File: config.mk
export PLATFORM = sky130hd
export DESIGN_NAME = scp_sys_ctrl
export DESIGN_NICKNAME = d
export VERILOG_FILES = /design/src/scp_sys_ctrl.v
export VERILOG_INCLUDE_DIRS = /design/src /design/src/src
export SDC_FILE = /design/constraint.sdc
export NUM_CORES = 1
export LEC_CHECK = 0
export BUFFER_PORTS_ARGS = -buffer_cell sky130_fd_sc_hd__buf_2
export CORE_ASPECT_RATIO = 0.7
export CORE_UTILIZATION = 47
export CTS_CLUSTER_DIAMETER = 80
export DETAILED_ROUTE_END_ITERATION = 8
export PLACE_DENSITY = 0.89
export SLEW_MARGIN = 20
export SYNTH_ARGS = -nofsm -noshare
export SYNTH_HDL_FRONTEND = slang
export SYNTH_SLANG_ARGS = --single-unit
File: constraint.sdc
create_clock -name ref_clk -period 1.3 [get_ports ref_clk]
set_input_delay 0.195 -clock ref_clk [delete_from_list [all_inputs] [get_ports ref_clk]]
set_output_delay 0.195 -clock ref_clk [all_outputs]
set_load 0.03 [all_outputs]
File: src/scp_regs.vh
// Constants for the system control pin block: strap, speed and decode settings.
// Assumes inclusion by the single design module, no registers reachable by software.
`ifndef SCP_REGS_VH
`define SCP_REGS_VH

// ----------------------------------------
// Reset values
// ----------------------------------------
`define SCP_RST_STRAP 1'b1
`define SCP_RST_PERF 1'b1
`define SCP_RST_IRQN 1'b1
`define SCP_RST_CSN 1'b1
`define SCP_RST_SYNC 2'h0
`define SCP_RST_DONE 1'h0
`define SCP_RST_OEN 1'h1
`define SCP_RST_LED 1'h1
`define SCP_RST_STB 1'h0
`define SCP_RST_SMI_CNT 8'h00
`define SCP_RST_LOW 1'h0

// ----------------------------------------
// Address decode
// ----------------------------------------
`define SCP_ROM_BASE 24'h0e0000
`define SCP_ROM_MASK 24'hfe0000
`define SCP_KBC_PORT_A 16'h0060
`define SCP_KBC_PORT_B 16'h0064
`define SCP_RTC_INDEX 16'h0070
`define SCP_RTC_DATA 16'h0071

// ----------------------------------------
// Timing
// ----------------------------------------
`define SCP_CLK_PERIOD_NS 25
`define SCP_SMI_PULSE_NS 100
`define SCP_SMI_PULSE_CYC ((`SCP_SMI_PULSE_NS + `SCP_CLK_PERIOD_NS - 1) / `SCP_CLK_PERIOD_NS)

`endif

File: src/scp_sys_ctrl.v
// System control pin logic: clock strap, clock generator control, power switch,
// speed switch and LED, peripheral chip select, clock address strobe, keyboard inhibit.
// Assumes all inputs are synchronous to ref_clk and that the board supplies the time base.
`timescale 1ns/1ps
`include "scp_regs.vh"

module scp_sys_ctrl #(
	parameter SMI_CYC = `SCP_SMI_PULSE_CYC
) (
	// Clock and reset
	input wire ref_clk,
	input wire nrst,
	// Strap pin, four signals
	input wire clock_strap_or_select_in,
	output reg clock_strap_or_select_out,
	output reg clock_strap_or_select_oe_n,
	output reg rtc_internal_en,
	// Power and speed
	input wire power_down_req,
	input wire pm_switch_in,
	output reg sys_mgmt_irq_n,
	output reg clockgen_perf_ctrl,
	input wire speed_switch_in,
	output reg speed_led_out,
	// Peripheral access
	input wire [23:0] bus_addr,
	input wire mem_cycle,
	input wire io_cycle,
	input wire io_write,
	output reg periph_bus_cs_n,
	output reg clock_addr_strobe,
	// Time base
	input wire timebase_in,
	output reg timebase_xtal_out,
	// Keyboard
	input wire kbc_enable,
	input wire irq1_pin,
	output reg irq1_to_pic,
	output reg kbd_inhibit
);

	// ----------------------------------------
	// Reset release
	// ----------------------------------------
	// Reset asserts at once but leaves only on the second edge, so no
	// register sees a release that falls close to a clock edge.
	reg [1:0] rst_sync_r;
	wire rst_n;

	always @(posedge ref_clk or negedge nrst) begin
		if (!nrst) begin
			rst_sync_r <= `SCP_RST_SYNC;
		end else begin
			rst_sync_r <= {rst_sync_r[0], 1'b1};
		end
	end
	assign rst_n = rst_sync_r[1];

	// ----------------------------------------
	// Decode functions
	// ----------------------------------------
	function is_clock_index;
		input [15:0] a;
		begin
			is_clock_index = (a == `SCP_RTC_INDEX);
		end
	endfunction

	function is_clock_port;
		input [15:0] a;
		input io;
		begin
			is_clock_port = io && (is_clock_index(a) || (a == `SCP_RTC_DATA));
		end
	endfunction

	function is_rom_or_kbc;
		input [23:0] a;
		input m;
		input io;
		begin
			is_rom_or_kbc = (m && ((a & `SCP_ROM_MASK) == `SCP_ROM_BASE)) ||
				(io && ((a[15:0] == `SCP_KBC_PORT_A) || (a[15:0] == `SCP_KBC_PORT_B)));
		end
	endfunction

	// ----------------------------------------
	// Registers and next values
	// ----------------------------------------
	// Each register has its own process below, fed by a combinational next value.
	reg strap_done_r;
	reg strap_done_nxt;
	reg rtc_en_nxt;
	reg sel_oe_n_nxt;
	reg sel_out_nxt;
	reg perf_nxt;
	reg led_nxt;
	reg pm_prev_r;
	reg pm_prev_nxt;
	reg pm_rise;
	reg [7:0] smi_cnt_r;
	reg [7:0] smi_cnt_nxt;
	reg smi_n_nxt;
	reg cs_n_nxt;
	reg stb_nxt;
	reg xtal_nxt;
	reg pic_nxt;
	reg inh_nxt;

	// ----------------------------------------
	// Strap capture
	// ----------------------------------------
	// The pin is only sampled in the first cycle after release; later drive
	// of the pin as a chip select must never feed back into the strap.
	always @* begin
		strap_done_nxt = 1'b1;
		rtc_en_nxt = rtc_internal_en;
		if (!strap_done_r) begin
			rtc_en_nxt = clock_strap_or_select_in;
		end
	end

	always @(posedge ref_clk or negedge rst_n) begin
		if (!rst_n) begin
			strap_done_r <= `SCP_RST_DONE;
		end else begin
			strap_done_r <= strap_done_nxt;
		end
	end

	always @(posedge ref_clk or negedge rst_n) begin
		if (!rst_n) begin
			rtc_internal_en <= `SCP_RST_STRAP;
		end else begin
			rtc_internal_en <= rtc_en_nxt;
		end
	end

	// ----------------------------------------
	// Pin as external clock select
	// ----------------------------------------
	// pin as select
	always @* begin
		sel_oe_n_nxt = !(strap_done_r && !rtc_internal_en);
		sel_out_nxt = !is_clock_port(bus_addr[15:0], io_cycle);
	end

	always @(posedge ref_clk or negedge rst_n) begin
		if (!rst_n) begin
			clock_strap_or_select_oe_n <= `SCP_RST_OEN;
		end else begin
			clock_strap_or_select_oe_n <= sel_oe_n_nxt;
		end
	end

	always @(posedge ref_clk or negedge rst_n) begin
		if (!rst_n) begin
			clock_strap_or_select_out <= `SCP_RST_CSN;
		end else begin
			clock_strap_or_select_out <= sel_out_nxt;
		end
	end

	// ----------------------------------------
	// Speed and clock generator
	// ----------------------------------------
	// The LED shares the clock generator condition, so it shows the speed in force.
	always @* begin
		perf_nxt = speed_switch_in && !power_down_req;
		led_nxt = perf_nxt;
	end

	always @(posedge ref_clk or negedge rst_n) begin
		if (!rst_n) begin
			clockgen_perf_ctrl <= `SCP_RST_PERF;
		end else begin
			clockgen_perf_ctrl <= perf_nxt;
		end
	end

	always @(posedge ref_clk or negedge rst_n) begin
		if (!rst_n) begin
			speed_led_out <= `SCP_RST_LED;
		end else begin
			speed_led_out <= led_nxt;
		end
	end

	// ----------------------------------------
	// Power switch interrupt
	// ----------------------------------------
	// A new rising edge restarts the count, so a second press stretches the pulse.
	always @* begin
		pm_prev_nxt = pm_switch_in;
		pm_rise = pm_switch_in && !pm_prev_r;
		smi_cnt_nxt = smi_cnt_r;
		smi_n_nxt = sys_mgmt_irq_n;
		if (pm_rise) begin
			smi_cnt_nxt = SMI_CYC[7:0];
			smi_n_nxt = 1'b0;
		end else if (smi_cnt_r > 8'h01) begin
			smi_cnt_nxt = smi_cnt_r - 8'h01;
		end else begin
			smi_cnt_nxt = 8'h00;
			smi_n_nxt = 1'b1;
		end
	end

	always @(posedge ref_clk or negedge rst_n) begin
		if (!rst_n) begin
			pm_prev_r <= `SCP_RST_LOW;
		end else begin
			pm_prev_r <= pm_prev_nxt;
		end
	end

	always @(posedge ref_clk or negedge rst_n) begin
		if (!rst_n) begin
			smi_cnt_r <= `SCP_RST_SMI_CNT;
		end else begin
			smi_cnt_r <= smi_cnt_nxt;
		end
	end

	always @(posedge ref_clk or negedge rst_n) begin
		if (!rst_n) begin
			sys_mgmt_irq_n <= `SCP_RST_IRQN;
		end else begin
			sys_mgmt_irq_n <= smi_n_nxt;
		end
	end

	// ----------------------------------------
	// Peripheral decode
	// ----------------------------------------
	// Both selects are registered, so they trail the address by one cycle.
	always @* begin
		cs_n_nxt = !is_rom_or_kbc(bus_addr, mem_cycle, io_cycle);
		stb_nxt = rtc_internal_en && io_cycle && io_write && is_clock_index(bus_addr[15:0]);
	end

	always @(posedge ref_clk or negedge rst_n) begin
		if (!rst_n) begin
			periph_bus_cs_n <= `SCP_RST_CSN;
		end else begin
			periph_bus_cs_n <= cs_n_nxt;
		end
	end

	always @(posedge ref_clk or negedge rst_n) begin
		if (!rst_n) begin
			clock_addr_strobe <= `SCP_RST_STB;
		end else begin
			clock_addr_strobe <= stb_nxt;
		end
	end

	// ----------------------------------------
	// Time base and keyboard
	// ----------------------------------------
	// The oscillator itself is analog; only the inverted feedback level is modelled.
	always @* begin
		xtal_nxt = !timebase_in;
		pic_nxt = !kbc_enable && irq1_pin;
		inh_nxt = kbc_enable && irq1_pin;
	end

	always @(posedge ref_clk or negedge rst_n) begin
		if (!rst_n) begin
			timebase_xtal_out <= `SCP_RST_LOW;
		end else begin
			timebase_xtal_out <= xtal_nxt;
		end
	end

	always @(posedge ref_clk or negedge rst_n) begin
		if (!rst_n) begin
			irq1_to_pic <= `SCP_RST_LOW;
		end else begin
			irq1_to_pic <= pic_nxt;
		end
	end

	always @(posedge ref_clk or negedge rst_n) begin
		if (!rst_n) begin
			kbd_inhibit <= `SCP_RST_LOW;
		end else begin
			kbd_inhibit <= inh_nxt;
		end
	end

endmodule // scp_sys_ctrl

# Yosys cells after proc, flatten, opt, wreduce, memory -nomap -nowiden
# Index checks and enable logic that the tools add are counted.
[classes]
n_addsub = 1
order_cmp = 1
n_eq_ne = 6
mux = 4
n_reduce_logical = 22
[ops]
columns = ["operator", "count"]
rows = [
  ["== test 16 x 7 -> 1 bit (second input constant)", 4],
  ["two-way mux 8 bit", 2],
  ["logical AND 1 bit", 11],
  ["> comparator 8 x 1 -> 1 bit (second input constant)", 1],
  ["zero test 1 bit", 8],
  ["subtractor 8 x 1 -> 8 bit (second input constant)", 1],
  ["== test 7 x 3 -> 1 bit (second input constant)", 1],
  ["logical OR 1 bit", 3],
  ["two-way mux 1 bit", 2],
  ["inequality test 2 bit (second input constant)", 1],
]
[word_totals]
reg_bits = 22
output_inout_bits = 11

# Logic depth before layout (Yosys ltp)
[logic_depth]
ltp_word = 5
depth_mapped = 5
depth_no_buf = 5

# Worst setup path after synthesis
# Ideal clock, no wire load.
[synth_path]
path_type = "register to register"
startpoint = "register smi_cnt_r[4]"
endpoint = "register smi_cnt_r[3]"
setup_time_ps = 130
arrival_ps = 1290
required_time_ps = 1170
slack_ps = -120
stages_incl_launch_ff = 4
period_less_slack_ps = 1420
path_cell_list = "dfrtp_1 > or4_4 > o31ai_4 > nor2_1"
[synth_between]
elab_chain_len = 3
[synth_rtl]
columns = ["item", "line_no", "text"]
rows = [
  ["start: declaration", "scp_sys_ctrl.v:101", "reg [7:0] smi_cnt_r;"],
  ["start signal: assignment", "scp_sys_ctrl.v:219", "smi_cnt_r <= `SCP_RST_SMI_CNT;"],
  ["start signal: assignment", "scp_sys_ctrl.v:221", "smi_cnt_r <= smi_cnt_nxt;"],
  ["> comparator 8 x 1 -> 1 bit", "scp_sys_ctrl.v:201", "end else if (smi_cnt_r > 8'h01) begin"],
  ["two-way mux 8 bit", "scp_sys_ctrl.v:201", ""],
  ["two-way mux 8 bit", "scp_sys_ctrl.v:198", "if (pm_rise) begin"],
  ["net smi_cnt_nxt[3]", "scp_sys_ctrl.v:102", "reg [7:0] smi_cnt_nxt;"],
]
# The timed path passes the listed nets, and every way through them passes these cells.
# A chain may end at the register's enable or synchronous reset.

# Final worst setup path
[layout_path]
startpoint = "register smi_cnt_r[5]"
endpoint = "register smi_cnt_r[3]"
# Same word-level chain as after synthesis.

==> qor.yml <==
power:
  peakVddDrop_mv: 1.34
  clock_power_share_pct: 19.8
  finalPower_uw: 2620
  switching_power_uw: 893
  internal_power_uw: 1730
  powerDensity_nw_per_um2: 1850
  pwr-share-seq_pct: 35.4
  sw_frac_of_total_pct: 34.0
  p_comb_share_pct: 44.8
  power.leakage_uw: 0.000697
timing:
  rsz0062_at_grt: "yes"
  worst_slack_ns: -0.177
  setup_viol: 8
  drv_slew: 0
  fin_skew_ns: 0.00200
  achievable-frequency_mhz: 677
  hold_viol: 0
  fin_crit_sh_pct: 114
  min_period_ns: 1.48
synth:
  ys_seq_area_share_pct: 58.2
  synthesis.area_um2: 958
  synth_ff_type: "dfrtp_1"
  synthDistinctLibCells: 37
  ys_ff_latch: 22
  synth-async-reset-ratio_pct: 100
  synth-edff-count: 0
  syn_area_per_cell_um2: 12.1
  netlist_instances: 79
  synth_warnings: 0
detailed_routing:
  drt_first_iter_violations: 17
  wl_per_cell_um: 13.3
  routed_via_density: 5.12
  vias: 840
  dr.pass1.iters: 4
  routed_wl_um: 2190
  drtAntennaViolNets: 0
  drc: 0
placed_design:
  place_inst: 154
  port_buffers: 45
  dpl_cell_area_um2: 1270
  place_hpwl_um: 1640
  gp_congestion: 0.779
setup_path:
  cp_slowest_stage_delay_ns: 0.59
  crit_chain: "or4_4 > o31ai_4 > nor2_1"
  path_class: "register to register"
  arrival_ns: 1.68
  critPathMaxFanout: 5
  start_kind: "register"
  reg2reg_slack_ns: -0.18
  reg2reg_depth: 3
  rr_startpoint: "smi_cnt_r[5]"
  endpoint_kind: "register"
  reg2reg_to: "smi_cnt_r[3]"
  cp_slowest_cell: "or4_4"
  required_ns: 1.50
grt:
  grt_usage_pct: 23.3
  first_global_vias: 835
  grt_max_degree: 15
  gr-total-overflow: 0
  grt_pass1_wl_um: 3660
  antenna_found_initial: 0
min_path:
  holdPathEnd: "pm_prev_r"
  hold_class: "primary input to register"
  hold_path_depth: 1
  hold_start: "pm_switch_in"
clocking:
  cts_buffers: 3
  cts_tree: "done"
  clock_latency_ns: 0.31
  clock-sinks: 22
  clockBufferDepth: 2
  cts_max_level: 1
  cts-root-buf: "clkbuf_4"
  clk_transition_reported_paths_ns: 0.12
layout:
  largest_reg_flops: 8
  top_regs: "smi_cnt_r: 8 flops, rst_sync_r: 2 flops"
  nets: 181
  regMostFlops: "smi_cnt_r"
  area_delta_synth_final_pct: 47.9
  diodes: 0
  final_common_cell: "buf_2"
  final-instance-count-excl-fill: 164
  final_cell_mix: "buf_2 (44), dfrtp_1 (16), buf_4 (11)"
  final_cell_area_um2: 1420
  drive_gt1_share_pct: 57.7
status:
  status: "finished with violations"
  violations: "setup timing"
floorplanning:
  num_rows: 13
  die_h_um: 39.8
  core_area_um2: 1890
  ioPinCount: 47
  die_x_um: 56.0
  start_util_pct: 50.8
  dieArea_um2: 2230
job:
  drv_cap: 0
==> layer usage <==
metal	GRT usage, %	part of all wire [%]
met1	23.0	39
met2	47.0	54
met3	8.25	4.5
met4	8.54	2.3
met5	0	0
==> final cells by class <==
type                       instances  area (um2)
sequential                        22         558
fill                             132         469
multi-input combinational         52         420
timing repair buffer              59         340
clock inverter                     1        30.0
tap                               22        27.5
clock buffer                       3        22.5
inverter                           5        18.8
==> repair_timing <==
action | 4_1_cts | 5_1_grt
endpoints found under the setup margin | 9 | 10
gates cloned | 0 | 0
buffers inserted | 4 | 1
hold buffers | 3 | 0
pin swaps | 2 | 4
resized for setup | 9 | 5
hold endpoints to repair | 4 | 0
==> stage by stage <==
step	hold slack [ns]	setup slack [ns]	TNS [ns]	util, %
5_1_grt	0.00168	-0.242	-1.63	75.1
2_1_floorplan	-0.101	-0.120	-0.631	-
3_3_place_gp	-0.0190	-0.143	-0.785	67.2
6_report	0.00675	-0.177	-1.09	75.1
3_5_place_dp	-0.0182	-0.172	-1.07	67.2
4_1_cts	0.00281	-0.182	-1.15	74.5
==> how the worst max path moves through the flow <==
| stage | from | to | slack, ns | depth (start not counted) |
|---|---|---|---|---|
| 2_1_floorplan | smi_cnt_r[4] | smi_cnt_r[1] | -0.12 | 3 |
| 3_3_place_gp | smi_cnt_r[5] | smi_cnt_r[1] | -0.14 | 3 |
| 3_5_place_dp | smi_cnt_r[5] | smi_cnt_r[1] | -0.17 | 3 |
| 4_1_cts | smi_cnt_r[5] | smi_cnt_r[4] | -0.18 | 3 |
| 5_1_grt | smi_cnt_r[5] | smi_cnt_r[1] | -0.24 | 3 |
| 6_report | smi_cnt_r[5] | smi_cnt_r[3] | -0.18 | 3 |
==> cells by family (layout without fill, tap and decap cells) <==
| logic type | after synthesis | count (layout) | share of synthesized area, % |
|---|---|---|---|
| adders and majority gates | 2 | 2 | 2.61 |
| other | 1 | 2 | 0.391 |
| muxes | 1 | 1 | 1.17 |
| AOI/OAI and AO/OA | 14 | 14 | 12.4 |
| buffers and inverters | 6 | 68 | 2.74 |
| and+or+nand+nor | 31 | 31 | 20.6 |
| xor gates and xnor gates | 2 | 2 | 1.83 |
| DFF | 22 | 22 | 58.2 |
==> cell usage after synthesis, drive strengths merged (2+ instances only) <==
master,count,share of area (%)
o21ai,2,1.0
inv,5,2.0
a21oi,3,2.0
nor4,2,1.3
dfstp,6,16
nand2b,3,2.0
nand2,2,0.78
or4,2,2.3
nor2b,3,2.0
ha,2,2.6
nor4b,2,1.8
o31ai,2,3.0
dfrtp,16,42
nor2,8,3.1
==> power by group through the flow <==
stage / clock, uW / sequential (uW) / combinational [uW]
5_1_grt: 556 / 949 / 1290
3_5_place_dp: 0 / 940 / 912
2_1_floorplan: 0 / 992 / 530
4_1_cts: 528 / 918 / 1120
3_3_place_gp: 0 / 928 / 876
6_report: 519 / 928 / 1170
==> critical path: cells and delay by family (launching register included) <==
kind | cells | cell delay, ns
simple gates | 2 | 0.68
compound gates | 1 | 0.30
flops | 1 | 0.39
Note: power is estimated with default switching activity, not from simulation.
